<file path="config.mk">
export PLATFORM = sky130hd
export DESIGN_NAME = rdx_top
export DESIGN_NICKNAME = d
export VERILOG_FILES = /design/src/hw/rdx_frame_cnt.v /design/src/hw/rdx_link_sel.v /design/src/hw/rdx_top.v
export VERILOG_INCLUDE_DIRS = /design/src /design/src/hw
export SDC_FILE = /design/constraint.sdc
export NUM_CORES = 1
export LEC_CHECK = 0
export BUFFER_PORTS_ARGS = -buffer_cell sky130_fd_sc_hd__buf_2
export CAP_MARGIN = 0
export CORE_ASPECT_RATIO = 2
export CORE_UTILIZATION = 57
export CTS_CLUSTER_DIAMETER = 50
export DETAILED_ROUTE_END_ITERATION = 10
export PLACE_DENSITY = 0.81
export SYNTH_ARGS = -nofsm -noshare
export SYNTH_HDL_FRONTEND = slang
export SYNTH_HIERARCHICAL = 1
export SYNTH_SLANG_ARGS = --single-unit
</file>
<file path="constraint.sdc">
create_clock -name clk -period 2.4 [get_ports clk]
set_input_delay 0.6 -clock clk [delete_from_list [all_inputs] [get_ports clk]]
set_output_delay 0.6 -clock clk [all_outputs]
set_load 0.02 [all_outputs]
</file>
<file path="src/hw/rdx_defs.vh">
// Constants for the receive data link extractor
// Function
// - Five-bit slot field selects the received slot
// - T1 channel one maps to slot value zero
// - Even select takes bits from even frames
// - Odd select takes bits from odd frames
// - Frames count 0-15 E1, from 1 T1
// - Both selects zero means no slot bits are extracted
// - Mask ones pick the slot bits extracted
// - Mask bit 7 is first received bit
// - Three independent links feed three HDLC receivers
// - Link one T1 enable takes framer link positions
`ifndef RDX_DEFS_VH
`define RDX_DEFS_VH

// Register indices; byte address is four times the index
`define RDX_IDX_LINK1_CTRL   6'h28
`define RDX_IDX_LINK1_MASK   6'h29
`define RDX_IDX_LINK2_CTRL   6'h2A
`define RDX_IDX_LINK2_MASK   6'h2B
`define RDX_IDX_LINK3_CTRL   6'h2C
`define RDX_IDX_LINK3_MASK   6'h2D
`define RDX_IDX_MODE         6'h2E
`define RDX_IDX_FRAME_STAT   6'h2F
`define RDX_IDX_LINK1_COUNT  6'h3C
`define RDX_IDX_LINK2_COUNT  6'h3D
`define RDX_IDX_LINK3_COUNT  6'h3E

// Reset values
`define RDX_RST_LINK1_CTRL   8'h20
`define RDX_RST_CTRL         8'h00
`define RDX_RST_MASK         8'h00
`define RDX_RST_MODE         8'h00
`define RDX_RST_COUNT        8'h00
`define RDX_RST_RDATA        32'h00000000

// Word index within the byte address
`define RDX_ADR_IDX_HI       7
`define RDX_ADR_IDX_LO       2

// Frame number bit that gives the parity
`define RDX_FRAME_PARITY     0

// Control register fields
`define RDX_CTRL_EVEN        7
`define RDX_CTRL_ODD         6
`define RDX_CTRL_FDL_EN      5
`define RDX_CTRL_SLOT_HI     4
`define RDX_CTRL_SLOT_LO     0
`define RDX_MODE_E1          0

// Frame numbering bases
`define RDX_E1_FIRST_FRAME   5'h00
`define RDX_T1_FIRST_FRAME   5'h01
`define RDX_T1_CHAN_OFFSET   5'h01

// Bit position of the first received bit in the mask
`define RDX_MASK_TOP         3'h7

`endif

</file>
<file path="src/hw/rdx_frame_cnt.v">
// Frame number tracker within the receive multiframe
`default_nettype none
`include "rdx_defs.vh"

module rdx_frame_cnt (
  input  wire       clk,
  input  wire       rst_n,
  input  wire       ce,
  input  wire       e1_mode,
  input  wire       bit_en,
  input  wire       fr_start,
  input  wire       mf_start,
  output reg  [4:0] frame_num,
  output wire [4:0] frame_num_q
);

  reg [4:0] num_q;
  reg [4:0] num_d;

  assign frame_num_q = num_q;

  // Number valid for the bit now on the stream
  always @* begin
    num_d = num_q;
    if (bit_en && fr_start) begin
      if (mf_start) begin
        num_d = e1_mode ? `RDX_E1_FIRST_FRAME : `RDX_T1_FIRST_FRAME;
      end else begin
        num_d = num_q + 5'h01;
      end
    end
    frame_num = num_d;
  end

  always @(posedge clk) begin
    if (!rst_n) begin
      num_q <= `RDX_E1_FIRST_FRAME;
    end else if (ce) begin
      num_q <= num_d;
    end
  end

endmodule
`default_nettype wire

</file>
<file path="src/hw/rdx_link_sel.v">
// One data link extraction channel
`default_nettype none
`include "rdx_defs.vh"

module rdx_link_sel #(
  parameter FDL_CAPABLE = 0
) (
  input  wire       clk,
  input  wire       rst_n,
  input  wire       ce,
  input  wire       e1_mode,
  input  wire [7:0] ctrl,
  input  wire [7:0] bit_mask,
  input  wire       bit_en,
  input  wire       rx_data,
  input  wire       rx_fbit,
  input  wire [4:0] rx_slot,
  input  wire [2:0] rx_bit_num,
  input  wire       frame_odd,
  input  wire       fdl_pos,
  output reg        link_bit_q,
  output reg        link_valid_q
);

  wire       even_sel = ctrl[`RDX_CTRL_EVEN];
  wire       odd_sel  = ctrl[`RDX_CTRL_ODD];
  wire [4:0] slot_num = ctrl[`RDX_CTRL_SLOT_HI:`RDX_CTRL_SLOT_LO];
  wire [4:0] slot_cmp;
  wire       frame_ok;
  wire       slot_hit;
  wire       mask_hit;
  wire       fdl_hit;
  wire       take;

  // T1 channels arrive numbered from one
  assign slot_cmp = e1_mode ? rx_slot : rx_slot - `RDX_T1_CHAN_OFFSET;
  assign frame_ok = frame_odd ? odd_sel : even_sel;
  assign slot_hit = !rx_fbit && (slot_cmp == slot_num);
  assign mask_hit = bit_mask[`RDX_MASK_TOP - rx_bit_num];
  // Framer link positions only in T1; selects assumed cleared by software
  assign fdl_hit  = (FDL_CAPABLE != 0) && !e1_mode && ctrl[`RDX_CTRL_FDL_EN] && fdl_pos;
  assign take     = bit_en && ((frame_ok && slot_hit && mask_hit) || fdl_hit);

  always @(posedge clk) begin
    if (!rst_n) begin
      link_bit_q   <= 1'b0;
      link_valid_q <= 1'b0;
    end else if (ce) begin
      link_valid_q <= take;
      if (take) begin
        link_bit_q <= rx_data;
      end
    end
  end

endmodule
`default_nettype wire

</file>
<file path="src/hw/rdx_top.v">
// Receive data link extractor: Wishbone registers and three link channels
`default_nettype none
`include "rdx_defs.vh"

module rdx_top (
  input  wire        clk,
  input  wire        rst_n,
  input  wire        ce,
  // Wishbone classic slave
  input  wire        wb_cyc_i,
  input  wire        wb_stb_i,
  input  wire        wb_we_i,
  input  wire [7:0]  wb_adr_i,
  input  wire [3:0]  wb_sel_i,
  input  wire [31:0] wb_dat_i,
  output reg  [31:0] wb_dat_o,
  output reg         wb_ack_o,
  // Framer receive stream
  input  wire        rx_bit_en,
  input  wire        rx_data,
  input  wire        rx_fr_start,
  input  wire        rx_mf_start,
  input  wire        rx_fbit,
  input  wire [4:0]  rx_slot,
  input  wire [2:0]  rx_bit_num,
  input  wire        rx_fdl_pos,
  // HDLC receiver feeds
  output wire        link1_bit,
  output wire        link1_valid,
  output wire        link2_bit,
  output wire        link2_valid,
  output wire        link3_bit,
  output wire        link3_valid,
  output wire        e1_mode
);

  ////////////////////////////////////////////////////////////////////////////
  // Register storage

  reg  [7:0] link1_control_q;
  reg  [7:0] link1_bit_mask_q;
  reg  [7:0] link2_control_q;
  reg  [7:0] link2_bit_mask_q;
  reg  [7:0] link3_control_q;
  reg  [7:0] link3_bit_mask_q;
  reg  [7:0] mode_q;
  reg  [7:0] link1_count_q;
  reg  [7:0] link2_count_q;
  reg  [7:0] link3_count_q;

  ////////////////////////////////////////////////////////////////////////////
  // Bus decode

  wire [5:0] idx;
  wire       req;
  wire       wr_stb;
  wire       rd_stb;
  wire       lane0_wr;
  reg  [7:0] rd_byte;
  reg        ack_d;

  assign idx      = wb_adr_i[`RDX_ADR_IDX_HI:`RDX_ADR_IDX_LO];
  assign req      = wb_cyc_i && wb_stb_i && !wb_ack_o;
  assign wr_stb   = req && wb_we_i;
  assign rd_stb   = req && !wb_we_i;
  assign lane0_wr = wr_stb && wb_sel_i[0];

  always @* begin
    ack_d = req;
  end

  // One write strobe per writable register, low byte lane only
  reg        wr_link1_ctrl;
  reg        wr_link1_mask;
  reg        wr_link2_ctrl;
  reg        wr_link2_mask;
  reg        wr_link3_ctrl;
  reg        wr_link3_mask;
  reg        wr_mode;
  reg        wr_cnt1;
  reg        wr_cnt2;
  reg        wr_cnt3;

  always @* begin
    wr_link1_ctrl = 1'b0;
    wr_link1_mask = 1'b0;
    wr_link2_ctrl = 1'b0;
    wr_link2_mask = 1'b0;
    wr_link3_ctrl = 1'b0;
    wr_link3_mask = 1'b0;
    wr_mode       = 1'b0;
    wr_cnt1       = 1'b0;
    wr_cnt2       = 1'b0;
    wr_cnt3       = 1'b0;
    if (lane0_wr) begin
      case (idx)
        `RDX_IDX_LINK1_CTRL:  wr_link1_ctrl = 1'b1;
        `RDX_IDX_LINK1_MASK:  wr_link1_mask = 1'b1;
        `RDX_IDX_LINK2_CTRL:  wr_link2_ctrl = 1'b1;
        `RDX_IDX_LINK2_MASK:  wr_link2_mask = 1'b1;
        `RDX_IDX_LINK3_CTRL:  wr_link3_ctrl = 1'b1;
        `RDX_IDX_LINK3_MASK:  wr_link3_mask = 1'b1;
        `RDX_IDX_MODE:        wr_mode       = 1'b1;
        `RDX_IDX_LINK1_COUNT: wr_cnt1       = 1'b1;
        `RDX_IDX_LINK2_COUNT: wr_cnt2       = 1'b1;
        `RDX_IDX_LINK3_COUNT: wr_cnt3       = 1'b1;
        default:              wr_mode       = 1'b0;
      endcase
    end
  end

  ////////////////////////////////////////////////////////////////////////////
  // Control registers

  reg  [7:0] link1_control_d;
  reg  [7:0] link1_bit_mask_d;
  reg  [7:0] link2_control_d;
  reg  [7:0] link2_bit_mask_d;
  reg  [7:0] link3_control_d;
  reg  [7:0] link3_bit_mask_d;
  reg  [7:0] mode_d;

  always @* begin
    link1_control_d  = link1_control_q;
    link1_bit_mask_d = link1_bit_mask_q;
    link2_control_d  = link2_control_q;
    link2_bit_mask_d = link2_bit_mask_q;
    link3_control_d  = link3_control_q;
    link3_bit_mask_d = link3_bit_mask_q;
    mode_d           = mode_q;
    if (wr_link1_ctrl) begin
      link1_control_d = wb_dat_i[7:0];
    end
    if (wr_link1_mask) begin
      link1_bit_mask_d = wb_dat_i[7:0];
    end
    if (wr_link2_ctrl) begin
      link2_control_d = wb_dat_i[7:0];
    end
    if (wr_link2_mask) begin
      link2_bit_mask_d = wb_dat_i[7:0];
    end
    if (wr_link3_ctrl) begin
      link3_control_d = wb_dat_i[7:0];
    end
    if (wr_link3_mask) begin
      link3_bit_mask_d = wb_dat_i[7:0];
    end
    if (wr_mode) begin
      mode_d = wb_dat_i[7:0];
    end
  end

  always @(posedge clk) begin
    if (!rst_n) begin
      link1_control_q  <= `RDX_RST_LINK1_CTRL;
      link1_bit_mask_q <= `RDX_RST_MASK;
      link2_control_q  <= `RDX_RST_CTRL;
      link2_bit_mask_q <= `RDX_RST_MASK;
      link3_control_q  <= `RDX_RST_CTRL;
      link3_bit_mask_q <= `RDX_RST_MASK;
      mode_q           <= `RDX_RST_MODE;
    end else if (ce) begin
      link1_control_q  <= link1_control_d;
      link1_bit_mask_q <= link1_bit_mask_d;
      link2_control_q  <= link2_control_d;
      link2_bit_mask_q <= link2_bit_mask_d;
      link3_control_q  <= link3_control_d;
      link3_bit_mask_q <= link3_bit_mask_d;
      mode_q           <= mode_d;
    end
  end

  assign e1_mode = mode_q[`RDX_MODE_E1];

  ////////////////////////////////////////////////////////////////////////////
  // Frame numbering

  wire [4:0] frame_num;
  wire [4:0] frame_num_q;

  rdx_frame_cnt u_frame_cnt (
    .clk         (clk),
    .rst_n       (rst_n),
    .ce          (ce),
    .e1_mode     (e1_mode),
    .bit_en      (rx_bit_en),
    .fr_start    (rx_fr_start),
    .mf_start    (rx_mf_start),
    .frame_num   (frame_num),
    .frame_num_q (frame_num_q)
  );

  // Parity of the frame number as numbered per mode
  wire frame_odd = frame_num[`RDX_FRAME_PARITY];

  ////////////////////////////////////////////////////////////////////////////
  // Link channels, one per HDLC receiver

  rdx_link_sel #(
    .FDL_CAPABLE (1)
  ) u_link1 (
    .clk          (clk),
    .rst_n        (rst_n),
    .ce           (ce),
    .e1_mode      (e1_mode),
    .ctrl         (link1_control_q),
    .bit_mask     (link1_bit_mask_q),
    .bit_en       (rx_bit_en),
    .rx_data      (rx_data),
    .rx_fbit      (rx_fbit),
    .rx_slot      (rx_slot),
    .rx_bit_num   (rx_bit_num),
    .frame_odd    (frame_odd),
    .fdl_pos      (rx_fdl_pos),
    .link_bit_q   (link1_bit),
    .link_valid_q (link1_valid)
  );

  rdx_link_sel #(
    .FDL_CAPABLE (0)
  ) u_link2 (
    .clk          (clk),
    .rst_n        (rst_n),
    .ce           (ce),
    .e1_mode      (e1_mode),
    .ctrl         (link2_control_q),
    .bit_mask     (link2_bit_mask_q),
    .bit_en       (rx_bit_en),
    .rx_data      (rx_data),
    .rx_fbit      (rx_fbit),
    .rx_slot      (rx_slot),
    .rx_bit_num   (rx_bit_num),
    .frame_odd    (frame_odd),
    .fdl_pos      (rx_fdl_pos),
    .link_bit_q   (link2_bit),
    .link_valid_q (link2_valid)
  );

  rdx_link_sel #(
    .FDL_CAPABLE (0)
  ) u_link3 (
    .clk          (clk),
    .rst_n        (rst_n),
    .ce           (ce),
    .e1_mode      (e1_mode),
    .ctrl         (link3_control_q),
    .bit_mask     (link3_bit_mask_q),
    .bit_en       (rx_bit_en),
    .rx_data      (rx_data),
    .rx_fbit      (rx_fbit),
    .rx_slot      (rx_slot),
    .rx_bit_num   (rx_bit_num),
    .frame_odd    (frame_odd),
    .fdl_pos      (rx_fdl_pos),
    .link_bit_q   (link3_bit),
    .link_valid_q (link3_valid)
  );

  ////////////////////////////////////////////////////////////////////////////
  // Extracted bit counters; a clear with a delivered bit loads one

  reg  [7:0] link1_count_d;
  reg  [7:0] link2_count_d;
  reg  [7:0] link3_count_d;

  always @* begin
    link1_count_d = link1_count_q;
    if (link1_valid) begin
      link1_count_d = wr_cnt1 ? 8'h01 : link1_count_q + 8'h01;
    end else if (wr_cnt1) begin
      link1_count_d = `RDX_RST_COUNT;
    end
  end

  always @* begin
    link2_count_d = link2_count_q;
    if (link2_valid) begin
      link2_count_d = wr_cnt2 ? 8'h01 : link2_count_q + 8'h01;
    end else if (wr_cnt2) begin
      link2_count_d = `RDX_RST_COUNT;
    end
  end

  always @* begin
    link3_count_d = link3_count_q;
    if (link3_valid) begin
      link3_count_d = wr_cnt3 ? 8'h01 : link3_count_q + 8'h01;
    end else if (wr_cnt3) begin
      link3_count_d = `RDX_RST_COUNT;
    end
  end

  always @(posedge clk) begin
    if (!rst_n) begin
      link1_count_q <= `RDX_RST_COUNT;
      link2_count_q <= `RDX_RST_COUNT;
      link3_count_q <= `RDX_RST_COUNT;
    end else if (ce) begin
      link1_count_q <= link1_count_d;
      link2_count_q <= link2_count_d;
      link3_count_q <= link3_count_d;
    end
  end

  ////////////////////////////////////////////////////////////////////////////
  // Read mux; unmapped words read zero

  always @* begin
    case (idx)
      `RDX_IDX_LINK1_CTRL:  rd_byte = link1_control_q;
      `RDX_IDX_LINK1_MASK:  rd_byte = link1_bit_mask_q;
      `RDX_IDX_LINK2_CTRL:  rd_byte = link2_control_q;
      `RDX_IDX_LINK2_MASK:  rd_byte = link2_bit_mask_q;
      `RDX_IDX_LINK3_CTRL:  rd_byte = link3_control_q;
      `RDX_IDX_LINK3_MASK:  rd_byte = link3_bit_mask_q;
      `RDX_IDX_MODE:        rd_byte = mode_q;
      `RDX_IDX_FRAME_STAT:  rd_byte = {3'h0, frame_num_q};
      `RDX_IDX_LINK1_COUNT: rd_byte = link1_count_q;
      `RDX_IDX_LINK2_COUNT: rd_byte = link2_count_q;
      `RDX_IDX_LINK3_COUNT: rd_byte = link3_count_q;
      default:              rd_byte = 8'h00;
    endcase
  end

  // Read data holds until the next read
  reg [31:0] rd_data_d;

  always @* begin
    rd_data_d = wb_dat_o;
    if (rd_stb) begin
      rd_data_d = {24'h000000, rd_byte};
    end
  end

  always @(posedge clk) begin
    if (!rst_n) begin
      wb_ack_o <= 1'b0;
      wb_dat_o <= `RDX_RST_RDATA;
    end else if (ce) begin
      wb_ack_o <= ack_d;
      wb_dat_o <= rd_data_d;
    end
  end

endmodule
`default_nettype wire

</file>
## Word level (Yosys, flattened, before mapping)

Cells that the tools add are included.
W data, S select, Z words.

- $add $sub $neg: 6
- Order comparisons: 1
- Equality and inequality tests: 14
- Muxes and demuxes: 43
- Reduce and logical (&&, ||, !) cells: 43

Operator list:

| kind | count |
|---|---|
| $pmux W8 S11 | 1 |
| $mux W8 | 9 |
| $eq A6 B6 Y1 const B | 11 |
| $reduce_and A2 Y1 | 15 |
| $mux W1 | 28 |
| $add A8 B1 Y8 const B | 3 |
| $logic_and A1 B1 Y1 | 20 |
| $eq A5 B5 Y1 | 3 |
| $mux W5 | 2 |
| $bmux W1 S3 | 3 |
| $reduce_bool A2 Y1 | 3 |
| $add A5 B1 Y5 const B | 1 |
| $sub A5 B1 Y5 const B | 1 |
| $logic_not A1 Y1 | 4 |
| $lt A3 B4 Y1 const B | 1 |
| $sub A3 B3 Y3 const A | 1 |
| $logic_or A1 B1 Y1 | 1 |

- Flip-flop bits (word level): 100
- Output and inout port bits: 40
- Logic and storage cells: 127

## Logic depth before layout (Yosys ltp)

Gate-level depths: netlist of the first run.

- Depth after elaboration: 9
- Gate-level depth with buffers: 8
- Mapped depth without buffers: 8

## By module

The synthesis of the first run kept the hierarchy.

By module, submodules not included:

| module | times used | cells an instance | area an instance (um^2) | sequential area each (um^2) |
|---|---|---|---|---|
| rdx_top | 1 | 488 | 4869.7 | 1781.7 |
| rdx_link_sel (u_link2 ...) | 2 | 35 | 315.3 | 40.0 |
| rdx_link_sel (u_link1) | 1 | 41 | 362.8 | 40.0 |
| rdx_frame_cnt | 1 | 45 | 344.1 | 100.1 |

## Least setup slack after synthesis of the first run

No wires, ideal clock.

- Path kind: input-to-reg
- Start: input rx_slot[0]
- End: register u_link3.link_bit_q
- Library setup time: 0.115 ns
- Arrival time: 2.085 ns
- Required time: 2.285 ns
- Slack: 0.201 ns
- Stages: 7
- Buffers on the path: 0
- Cell sequence: inv_1 -> ha_1 -> xnor2_1 -> or3_1 -> a2111o_1 -> o21a_1 -> o21a_1

- Longest elaborated chain between the ends: 8

RTL lines:

| what | line | RTL |
|---|---|---|
| start: declaration | rdx_top.v:24 | `input wire [4:0] rx_slot,` |
| $sub A5 B1 Y5 (no source line) | -- |  |
| $mux W5 (no source line) (*) | -- |  |
| $eq A5 B5 Y1 (*) | rdx_link_sel.v:38 | `assign slot_hit = !rx_fbit && (slot_cmp == slot_num);` |
| $logic_and A1 B1 Y1 (*) | rdx_link_sel.v:38 |  |
| $logic_and A1 B1 Y1 (*) (3 in series) | rdx_link_sel.v:42 | `assign take = bit_en && ((frame_ok && slot_hit && mask_hit) \|\| fdl_hit);` |
| $reduce_and A2 Y1 (no source line) (*) | -- |  |
| end signal: assignment | rdx_link_sel.v:51 | `link_bit_q <= rx_data;` |
| end: declaration | rdx_link_sel.v:21 | `output reg link_bit_q,` |

Every way passes the cells marked *; elsewhere a longest branch is shown, timed or not.
A chain may end at the register's enable or synchronous reset.

## Worst setup path after layout of the first run

- Start: register mode_q[0]
- End: register u_link3.link_bit_q

- Longest elaborated chain between the ends: 8
- Elaborated cells between the ends (all ways): 11
- Those cells by class: 1 x eq/ne; 5 x mux; 5 x reduce/logical

RTL lines:

| what | line | RTL |
|---|---|---|
| start: declaration | rdx_top.v:46 | `reg [7:0] mode_q;` |
| start signal: assignment | rdx_top.v:162 | `` mode_q <= `RDX_RST_MODE; `` |
| start signal: assignment | rdx_top.v:170 | `mode_q <= mode_d;` |
| $mux W1 (no source line) | -- |  |
| $mux W5 | rdx_frame_cnt.v:26 | `if (mf_start) begin` |
| $mux W1 | rdx_frame_cnt.v:25 | `if (bit_en && fr_start) begin` |
| net frame_num[0] | rdx_top.v:179 | `wire [4:0] frame_num;` |
| $mux W1 | rdx_link_sel.v:37 | `assign frame_ok = frame_odd ? odd_sel : even_sel;` |
| $logic_and A1 B1 Y1 (3 in series) | rdx_link_sel.v:42 |  |
| $reduce_and A2 Y1 (no source line) | -- |  |

The timed path passes the listed nets, and every way through them passes these cells.

==> tab_implementation.tex, run 1 <==
\begin{tabular}{lr}
\hline
Metric & Value \\
\hline
\multicolumn{2}{l}{\textbf{Floorplan}} \\
\quad Vert. Die Dim & between 100 and 150 um \\
\quad Cell Rows & 53 \\
\quad Die outline area & approximately 0.011 mm\^{}2 \\
\quad Total I/O pin count & roughly 100 \\
\quad Starting density of the core & 0.587 \\
\quad Horizontal extent of the die & roughly 75 um \\
\quad Area of the placeable core & between 0.01 and 0.015 mm\^{}2 \\
\multicolumn{2}{l}{\textbf{Timing}} \\
\quad Worst slew margin relative to its limit & 0.639 \\
\quad Slew at the pin closest to its max-slew limit & about 540 ps \\
\quad Final worst path period share & 0.859 \\
\quad Number of slew-limit violations in the final report & 0 \\
\quad Setup violations, final & 0 \\
\quad Setup repair after global routing missed its margin & no \\
\quad Final critical delay including setup and external delays & between 2000 and 2500 ps \\
\quad Final worst-path setup slack & approximately 340 ps \\
\quad FMAX & about 0.48 GHz \\
\quad Clock Skew & around 5.4 ps \\
\quad Count of final hold-check violations & 0 \\
\quad Total negative slack & 0 ps \\
\multicolumn{2}{l}{\textbf{Worst hold path}} \\
\quad Worst-case hold path end point & u\_link1/link\_bit\_q \\
\quad Hold path startpoint & u\_link1/link\_bit\_q \\
\quad Worst Hold Class & reg2reg \\
\quad Number of stages on the worst hold path & 2 \\
\multicolumn{2}{l}{\textbf{Power and ir drop}} \\
\quad Sw power & between 900 and 1000 uW \\
\quad Worst-case vdd ir drop & between 0.0007 and 0.0008 V \\
\quad Total leakage power & 0.00296 uW \\
\quad Switching Fraction & 0.265 \\
\quad Gate power share & 0.109 \\
\quad Clock power frac & 0.408 \\
\quad Proportion of power drawn by flip-flops and latches & 0.483 \\
\quad Cell-internal power & $\sim$2500 uW \\
\quad Ratio of total power to cell area & slightly above 500 mW/mm\^{}2 \\
\multicolumn{2}{l}{\textbf{Routing}} \\
\quad Remaining routing DRC violations & 0 \\
\quad DR vias/cell & 6.19 \\
\quad DRT iter0 DRCs & around 340 \\
\quad Detailed Routing Iterations Pass 1 & 5 \\
\quad Aggregate routed wire length & approximately 17,000 um \\
\quad Routed len/inst & 20.0 um \\
\quad Antenna-violating nets left & 0 \\
\quad Number of vias in the routed layout & 5,196 \\
\multicolumn{2}{l}{\textbf{Global routing}} \\
\quad Number of antenna violations at the first check in global routing & 0 \\
\quad Overall Global Routing Usage & 0.316 \\
\quad Number of global-route vias before repair & roughly 5,300 \\
\quad Maximum number of pins on one net before global-route repair & 31 \\
\quad First-pass GRT wire length & between 20,000 and 30,000 um \\
\quad Global-route congestion overflow total & 0 \\
\multicolumn{2}{l}{\textbf{Finish}} \\
\quad FF+latch area & 0.00200 mm\^{}2 \\
\quad Fillcell total & around 860 \\
\quad Net count of the finished layout & 769 \\
\quad Fraction of final layout cells sized beyond drive strength 1 & 0.199 \\
\quad Area added between synthesis and finish & 11.0\% \\
\quad Ant. Diodes & 0 \\
\quad Total area of multi-input combinational cells & 0.00380 mm\^{}2 \\
\quad Post-route non-filler standard cell count & 840 \\
\multicolumn{2}{l}{\textbf{Clock tree}} \\
\quad Number of buffers inserted to repair setup after CTS & 0 \\
\quad Clock Sinks & 100 \\
\quad Clock-pin slew on the worst setup and hold paths & about 70 ps \\
\quad CTS Hold Bufs & 0 \\
\quad Inserted Clock Buffers & 9 \\
\quad Level count of the clock H-tree & 3 \\
\quad Number of gates resized after cts & 0 \\
\quad Maximum buffer depth of the clock tree & 2 \\
\quad Clock tree from TritonCTS & built \\
\quad Master cell of the clock root buffer & clkbuf\_16 \\
\quad Worst-skew pair later-pin latency & around 350 ps \\
\multicolumn{2}{l}{\textbf{Setup path}} \\
\quad Startpoint of the most critical setup path & mode\_q[0] \\
\quad CP Max Fanout & 4 \\
\quad Required time of the critical path & $\sim$2700 ps \\
\quad Type of the worst setup path & reg2reg \\
\quad Crit. End Element & register \\
\quad Critical path data arrival time & 2310 ps \\
\quad Worst r2r path cells & 8 \\
\quad Nature of the critical path startpoint & register \\
\quad Origin of the critical flop-to-flop path & mode\_q[0] \\
\quad Flop2flop setup slack & 340 ps \\
\quad Reg2reg end & u\_link3/link\_bit\_q \\
\multicolumn{2}{l}{\textbf{Yosys}} \\
\quad Number of instances in the synthesized netlist & around 630 \\
\quad Synthesized area per cell & 9.71 um\^{}2 \\
\quad Cell area after synthesis & approximately 0.0062 mm\^{}2 \\
\quad Syn. warnings & 6 \\
\multicolumn{2}{l}{\textbf{Placement}} \\
\quad HPWL after DPL & around 13,000 um \\
\quad Setup Slack @ Placement & about 35 ps \\
\quad Number of port buffers & 50 \\
\quad Cell count after placement & between 800 and 900 \\
\quad Global placer's final weighted congestion & 0.926 \\
\multicolumn{2}{l}{\textbf{Status}} \\
\quad Result of the run & finished clean \\
\multicolumn{2}{l}{\textbf{Flow run}} \\
\quad Max Cap Violations & 0 \\
\hline
\end{tabular}
[power groups by stage]
stage | Sequential (uW) | Clock (uW) | Combinational [uW]
after CTS | 1660 | 1430 | 372
after global routing | 1660 | 1490 | 402
after detailed placement | 1700 | 0 | 370
after global placement | 1700 | 0 | 360
final | 1670 | 1410 | 377
after floorplan | 1700 | 0 | 266
[sequential cells by signal, indices dropped and copies added, names as in the netlist, 5 cells and up]
signal and count:
mode_q 8, link2_count_q 8, link1_count_q 8, link3_control_q 8, u_frame_cnt/frame_num_q 5, link3_bit_mask_q 8, wb_dat_o 8, link3_count_q 8
link1_bit_mask_q 8, link2_bit_mask_q 8, link1_control_q 8, link2_control_q 8
[worst max-delay path by stage]
stage	to	slack, ps
final	u_link3/link_bit_q	340
after global routing	u_link3/link_bit_q	230
after CTS	u_link3/link_bit_q	370
after detailed placement	u_link2/link_bit_q	30
after global placement	u_link2/link_bit_q	60
after floorplan	u_link3/link_bit_q	200
[worst max-delay path, stage by stage, from the launching register on]
cell and delay [ps]:
dfxtp_1 380, nand2b_1 150, nand4_1 110, o21a_1 200
mux2i_1 150, a311oi_1 270, o211ai_1 280, o21a_1 260
o21a_1 170
[area by class of cell]
cell class,count,area share
multi-input combinational,488,0.556
tap,137,0.0251
clock buffer,10,0.0350
clock inverter,6,0.00696
inverter,15,0.00824
sequential,100,0.293
timing repair buffer,84,0.0758
[layer usage]
metal | vias to the layer above | global-route usage | part of all wire
li1 | 2423 | - | -
met1 | 2479 | 0.295 | 0.34
met2 | 209 | 0.569 | 0.53
met3 | 85 | 0.0574 | 0.047
met4 | 0 | 0.247 | 0.084
met5 | - | 0 | 0
[through the flow]
| step | hold WS [ps] | power (uW) | instance area (um^2) | util |
|---|---|---|---|---|
| 6_report | 466 | 3450 | 6830 | 0.652 |
| 5_1_grt | 490 | 3560 | 6830 | 0.652 |
| 4_1_cts | 473 | 3470 | 6830 | 0.652 |
| 3_5_place_dp | 463 | 2070 | 6550 | 0.625 |
| 3_3_place_gp | 447 | 2060 | 6550 | 0.625 |
| 2_1_floorplan | 455 | 1970 | 6240 | - |
[cells in the final DEF (no fill, tap or decap), drive strengths merged, types with 4 or more instances in the layout]
cell type and n:
a21boi 4, a21oi 11, a22o 5, a311oi 4
and2 5, and3 6, and4 4, buf 84
clkbuf 10, clkinv 5, conb 24, dfxtp 100
ha 7, inv 15, mux2i 83, mux4 13
nand2 33, nand2b 11, nand3 22, nand3b 7
nand4 19, nor2 73, nor2b 6, nor3 11
nor4 6, o211ai 8, o21a 12, o21ai 13
o22ai 6, o2bb2ai 10, o41ai 5, or3 7
xnor2 27, xor2 5
No activity file was read; power rests on OpenSTA's default activity.
==> run 2: changes to the inputs <==
- CORE_ASPECT_RATIO: 2 -> not set
==> tab_implementation.tex, run 2 (same netlist as run 1, synthesis figures left out) <==
\begin{tabular}{lr}
\hline
Metric & Value \\
\hline
\multicolumn{2}{l}{\textbf{Status}} \\
\quad Result of the run & finished clean \\
\multicolumn{2}{l}{\textbf{Global routing}} \\
\quad Global routing met3 resource utilization & 0.0515 \\
\quad Overall Global Routing Usage & 0.279 \\
\quad Global-route congestion overflow total & 0 \\
\quad Met1 usage & 0.372 \\
\quad Number of antenna violations at the first check in global routing & 0 \\
\quad Number of global-route vias before repair & roughly 4,800 \\
\quad First-pass GRT wire length & about 25,000 um \\
\quad Layer with the highest usage after global routing & met2 \\
\quad Maximum number of pins on one net before global-route repair & 31 \\
\quad Global Route met2 Usage & 0.450 \\
\multicolumn{2}{l}{\textbf{Routing}} \\
\quad Remaining routing DRC violations & 0 \\
\quad Aggregate routed wire length & roughly 15,000 um \\
\quad Antenna-violating nets left & 0 \\
\quad Routed len/inst & around 18 um \\
\quad DRT iter0 DRCs & $\sim$500 \\
\quad Number of vias in the routed layout & 5,128 \\
\quad DR vias/cell & 6.17 \\
\quad Detailed Routing Iterations Pass 1 & 5 \\
\multicolumn{2}{l}{\textbf{Setup path}} \\
\quad Crit. End Element & register \\
\quad Flop2flop setup slack & approximately 220 ps \\
\quad Worst r2r path cells & 7 \\
\quad Nature of the critical path startpoint & register \\
\quad Type of the worst setup path & reg2reg \\
\quad Startpoint of the most critical setup path & u\_frame\_cnt/frame\_num\_q[0] \\
\quad Required time of the critical path & around 2700 ps \\
\quad Origin of the critical flop-to-flop path & u\_frame\_cnt/frame\_num\_q[0] \\
\quad Slowest stage cell on the critical path & dfxtp\_1 \\
\quad Maximum single-stage delay on the critical path & about 520 ps \\
\quad Most frequent CP cell & o21a\_1 \\
\quad CP Max Fanout & 8 \\
\quad Cell-by-cell listing of the critical path & nand4\_1 > o21a\_1 > mux2i\_1 > a311oi\_1 > o211ai\_1 > o21a\_1 > o21a\_1 \\
\quad Reg2reg end & u\_link3/link\_bit\_q \\
\quad Critical path data arrival time & 2450 ps \\
\quad Endpoint of the worst setup timing path & u\_link3/link\_bit\_q \\
\multicolumn{2}{l}{\textbf{Placement}} \\
\quad Cell count after placement & a little over 800 \\
\quad Setup Slack @ Placement & -32.6 ps \\
\quad Number of port buffers & 50 \\
\quad Global placer's final weighted congestion & 0.935 \\
\quad HPWL after DPL & around 11,000 um \\
\multicolumn{2}{l}{\textbf{Floorplan}} \\
\quad Cell Rows & 37 \\
\quad Starting density of the core & 0.591 \\
\quad Die outline area & around 0.011 mm\^{}2 \\
\quad Area of the placeable core & roughly 0.010 mm\^{}2 \\
\quad Total I/O pin count & between 100 and 150 \\
\quad Vert. Die Dim & between 100 and 150 um \\
\quad Horizontal extent of the die & about 110 um \\
\multicolumn{2}{l}{\textbf{Finish}} \\
\quad Fraction of final layout cells sized beyond drive strength 1 & 0.190 \\
\quad Ant. Diodes & 0 \\
\quad Net count of the finished layout & $\sim$760 \\
\quad Post-route non-filler standard cell count & a little over 800 \\
\quad Area added between synthesis and finish & 9.37\% \\
\quad Highest-count cells in the layout ignoring fill and taps & 100 x dfxtp\_1, 83 x mux2i\_1, 72 x nor2\_1 \\
\quad Layout Utilization & 0.646 \\
\quad Most common cell after layout, fill and taps aside & dfxtp\_1 \\
\multicolumn{2}{l}{\textbf{Timing}} \\
\quad Slew at the pin closest to its max-slew limit & approximately 540 ps \\
\quad Worst slew margin relative to its limit & 0.636 \\
\quad Final critical delay including setup and external delays & between 2000 and 2500 ps \\
\quad Clock Skew & between 3 and 4 ps \\
\quad Setup violations, final & 0 \\
\quad Final worst path period share & 0.907 \\
\quad Setup repair after global routing missed its margin & no \\
\quad Count of final hold-check violations & 0 \\
\quad Number of slew-limit violations in the final report & 0 \\
\quad Final worst-path setup slack & $\sim$220 ps \\
\quad FMAX & approximately 0.46 GHz \\
\multicolumn{2}{l}{\textbf{Clock tree}} \\
\quad CTS Hold Bufs & 0 \\
\quad Inserted Clock Buffers & 9 \\
\quad Level count of the clock H-tree & 3 \\
\quad Number of buffers inserted to repair setup after CTS & 0 \\
\quad Worst-skew pair later-pin latency & between 300 and 400 ps \\
\quad Master cell of the clock root buffer & clkbuf\_8 \\
\quad Clock Sinks & 100 \\
\quad Clock tree from TritonCTS & built \\
\quad Maximum buffer depth of the clock tree & 2 \\
\quad Clock-pin slew on the worst setup and hold paths & roughly 90 ps \\
\quad Number of gates resized after cts & 0 \\
\multicolumn{2}{l}{\textbf{Worst hold path}} \\
\quad Worst Hold Class & reg2reg \\
\quad Number of stages on the worst hold path & 2 \\
\multicolumn{2}{l}{\textbf{Power and ir drop}} \\
\quad Total leakage power & $\sim$0.0029 uW \\
\quad Worst-case vdd ir drop & roughly 0.00053 V \\
\quad Ratio of total power to cell area & about 500 mW/mm\^{}2 \\
\quad Total power after layout & 3370 uW \\
\multicolumn{2}{l}{\textbf{Flow run}} \\
\quad Max Cap Violations & 0 \\
\hline
\end{tabular}
run 2: cell types whose count changed in the layout (fill, tap and decap cells not counted), sizes merged:
cell,previous run,this run
buf,84,76
clkinv,5,1
bufinv,0,3
clkbuf,10,11
run 2: how the worst min path moves through the flow:
stage,from,to
4_1_cts,u_link1/link_bit_q,u_link1/link_bit_q
2_1_floorplan,mode_q[1],mode_q[1]
3_5_place_dp,u_link1/link_bit_q,u_link1/link_bit_q
3_3_place_gp,u_link1/link_bit_q,u_link1/link_bit_q
6_report,u_link1/link_bit_q,u_link1/link_bit_q
5_1_grt,rx_data,u_link1/link_bit_q
run 2: worst max-delay path, delay by kind of cell (launching register included):
kind | cells | cell delay [ps]
compound gates | 5 | 1250
flops | 1 | 520
mux | 1 | 170
simple gates | 1 | 150
run 2: power by group:
part / internal (uW) / switching (uW) / total (uW)
Sequential: 1660 / 5.10 / 1660
Combinational: 127 / 233 / 360
Clock: 753 / 591 / 1340
Total: 2540 / 830 / 3370
run 2: area by class of cell:
cell class / instances / area (um^2)
Clock buffer: 11 / 151
Inverter: 15 / 56.3
Sequential cell: 100 / 2000
Multi-Input combinational cell: 488 / 3800
Clock inverter: 5 / 106
Timing Repair Buffer: 76 / 445
Tap cell: 136 / 170
Fill cell: 840 / 3690
run 2: layer usage:
| metal | wire length [um] | up-vias |
|---|---|---|
| li1 | - | 2411 |
| met5 | 0 | - |
| met1 | 6660 | 2462 |
| met4 | 435 | 0 |
| met3 | 1050 | 34 |
| met2 | 7220 | 221 |
run 2: through the flow:
| step | hold slack [ps] | instance area (um^2) | TNS [ps] |
|---|---|---|---|
| final | 481 | 6730 | 0 |
| after global routing | 511 | 6730 | 0 |
| after CTS | 483 | 6730 | 0 |
| after detailed placement | 470 | 6470 | -32.6 |
| after global placement | 460 | 6470 | 0 |
| after floorplan | 455 | 6240 | 0 |
==> run 3: changes to the inputs <==
- CORE_UTILIZATION: 57 -> 62
- PLACE_DENSITY: 0.81 -> 0.87
- clock period: 2.4 -> 2.6 ns (I/O delays scaled with it)
==> tab_implementation.tex, run 3 (same netlist as run 1, synthesis figures left out) <==
\begin{tabular}{lr}
\hline
Metric & Value \\
\hline
\multicolumn{2}{l}{\textbf{Status}} \\
\quad Result of the run & finished clean \\
\multicolumn{2}{l}{\textbf{Timing}} \\
\quad Total negative slack & 0 ps \\
\quad Final worst-path setup slack & $\sim$470 ps \\
\quad Final worst path period share & 0.817 \\
\quad Setup repair after global routing missed its margin & no \\
\quad Worst hold slack after final layout & a little under 500 ps \\
\quad Count of final hold-check violations & 0 \\
\quad Number of slew-limit violations in the final report & 0 \\
\quad Final critical delay including setup and external delays & about 2100 ps \\
\quad Clock Skew & 9.95 ps \\
\quad Worst slew margin relative to its limit & 0.603 \\
\quad Setup violations, final & 0 \\
\quad FMAX & 0.471 GHz \\
\quad Slew at the pin closest to its max-slew limit & just under 600 ps \\
\multicolumn{2}{l}{\textbf{Finish}} \\
\quad Net count of the finished layout & 756 \\
\quad Fraction of final layout cells sized beyond drive strength 1 & 0.184 \\
\quad Ant. Diodes & 0 \\
\quad Most common cell after layout, fill and taps aside & dfxtp\_1 \\
\quad Post-route non-filler standard cell count & a little over 800 \\
\quad Fillcell total & roughly 700 \\
\quad Area added between synthesis and finish & 8.05\% \\
\quad Highest-count cells in the layout ignoring fill and taps & 100 x dfxtp\_1, 83 x mux2i\_1, 72 x nor2\_1 \\
\multicolumn{2}{l}{\textbf{Routing}} \\
\quad DR vias/cell & around 6.3 \\
\quad DRT iter0 DRCs & 434 \\
\quad Number of vias in the routed layout & about 5,200 \\
\quad Remaining routing DRC violations & 0 \\
\quad Detailed Routing Iterations Pass 1 & 5 \\
\quad Routed len/inst & approximately 19 um \\
\quad Antenna-violating nets left & 0 \\
\quad Aggregate routed wire length & 15,600 um \\
\multicolumn{2}{l}{\textbf{Clock tree}} \\
\quad Number of gates resized after cts & 0 \\
\quad Master cell of the clock root buffer & clkbuf\_8 \\
\quad Worst-skew pair later-pin latency & around 390 ps \\
\quad Clock Sinks & 100 \\
\quad Clock-pin slew on the worst setup and hold paths & approximately 100 ps \\
\quad Number of buffers inserted to repair setup after CTS & 0 \\
\quad Clock tree from TritonCTS & built \\
\quad CTS Hold Bufs & 0 \\
\quad Maximum buffer depth of the clock tree & 2 \\
\quad Inserted Clock Buffers & 9 \\
\quad Level count of the clock H-tree & 3 \\
\multicolumn{2}{l}{\textbf{Setup path}} \\
\quad Endpoint of the worst setup timing path & u\_link2/link\_bit\_q \\
\quad CP Max Fanout & 10 \\
\quad Worst r2r path cells & 7 \\
\quad Flop2flop setup slack & 510 ps \\
\quad Critical path data arrival time & approximately 2400 ps \\
\quad Crit. End Element & register \\
\quad Type of the worst setup path & in2reg \\
\quad Nature of the critical path startpoint & input pin \\
\quad Reg2reg end & u\_link2/link\_bit\_q \\
\quad Startpoint of the most critical setup path & rx\_mf\_start \\
\quad Required time of the critical path & about 2900 ps \\
\quad Origin of the critical flop-to-flop path & u\_frame\_cnt/frame\_num\_q[0] \\
\multicolumn{2}{l}{\textbf{Placement}} \\
\quad Number of port buffers & 50 \\
\quad Global placer's final weighted congestion & just over 0.9 \\
\quad Setup Slack @ Placement & about 110 ps \\
\quad Cell count after placement & approximately 800 \\
\quad HPWL after DPL & around 12,000 um \\
\multicolumn{2}{l}{\textbf{Floorplan}} \\
\quad Die outline area & 0.0103 mm\^{}2 \\
\quad Starting density of the core & 0.654 \\
\quad Cell Rows & 35 \\
\quad Vert. Die Dim & between 100 and 150 um \\
\quad Total I/O pin count & 104 \\
\quad Horizontal extent of the die & 102 um \\
\quad Area of the placeable core & 0.00942 mm\^{}2 \\
\multicolumn{2}{l}{\textbf{Power and ir drop}} \\
\quad Ratio of total power to cell area & approximately 450 mW/mm\^{}2 \\
\quad Worst-case vdd ir drop & between 0.0004 and 0.0005 V \\
\quad Total leakage power & $\sim$0.0029 uW \\
\quad Total power after layout & $\sim$3000 uW \\
\multicolumn{2}{l}{\textbf{Global routing}} \\
\quad First-pass GRT wire length & about 25,000 um \\
\quad Maximum number of pins on one net before global-route repair & a little under 60 \\
\quad Number of antenna violations at the first check in global routing & 0 \\
\quad Number of global-route vias before repair & 4,776 \\
\quad Global-route congestion overflow total & 0 \\
\quad Overall Global Routing Usage & 0.316 \\
\multicolumn{2}{l}{\textbf{Flow run}} \\
\quad Max Cap Violations & 0 \\
\multicolumn{2}{l}{\textbf{Worst hold path}} \\
\quad Worst Hold Class & reg2reg \\
\hline
\end{tabular}
==> run 3: changes by cell type in the layout (fill, tap and decap cells not counted) <==
cell       change
buf_4          -5
clkbuf_8       -2
clkinv_4       +2
bufinv_16      -1
clkinv_2       +1
==> run 3: worst max-delay path: stages <==
cell and delay [ps]:
buf_2 170, nand2b_1 100, nand4_1 100, o21a_1 280, mux2i_1 150, a311oi_1 260
o211ai_1 270, o21a_1 250, o21a_1 170
==> run 3: final cells by class <==
class / instances / area, um^2 / share of cell area
clock buffer: 9 / 124 / 0.0186
clock inverter: 7 / 98.8 / 0.0149
inverter: 15 / 56.3 / 0.00847
multi-input combinational: 488 / 3800 / 0.571
sequential: 100 / 2000 / 0.301
tap: 129 / 161 / 0.0243
timing repair buffer: 71 / 408 / 0.0613
==> run 3: metal layers <==
| metal | share of wire | vias to the layer above | track usage | wire, um |
|---|---|---|---|---|
| li1 | - | 2402 | - | - |
| met3 | 0.059 | 41 | 0.0518 | 916 |
| met4 | 0.031 | 0 | 0.132 | 487 |
| met5 | 0 | - | 0 | 0 |
| met1 | 0.44 | 2493 | 0.413 | 6840 |
| met2 | 0.47 | 225 | 0.517 | 7360 |
==> run 3: worst min path at each step <==
stage                        from            endpoint  cells past startpoint  slack [ps]
2_1_floorplan           mode_q[1]           mode_q[1]                      2         460
3_3_place_gp   u_link1/link_bit_q  u_link1/link_bit_q                      2         450
3_5_place_dp   u_link1/link_bit_q  u_link1/link_bit_q                      2         470
4_1_cts        u_link1/link_bit_q  u_link1/link_bit_q                      2         490
5_1_grt        u_link1/link_bit_q  u_link1/link_bit_q                      2         510
6_report       u_link1/link_bit_q  u_link1/link_bit_q                      2         490
==> run 3: power by group <==
part	internal (uW)	total, uW	leakage [uW]	switching, uW
Sequential	1530	1540	0.000805	4.64
Clock	547	1120	0.000110	572
Combinational	113	330	0.00195	217
==> run 3: metrics by stage <==
step | area [um^2] | utilization
floorplan | 6240 | -
global placement | 6430 | 0.683
detailed placement | 6430 | 0.683
CTS | 6650 | 0.706
global route | 6650 | 0.706
finish | 6650 | 0.706
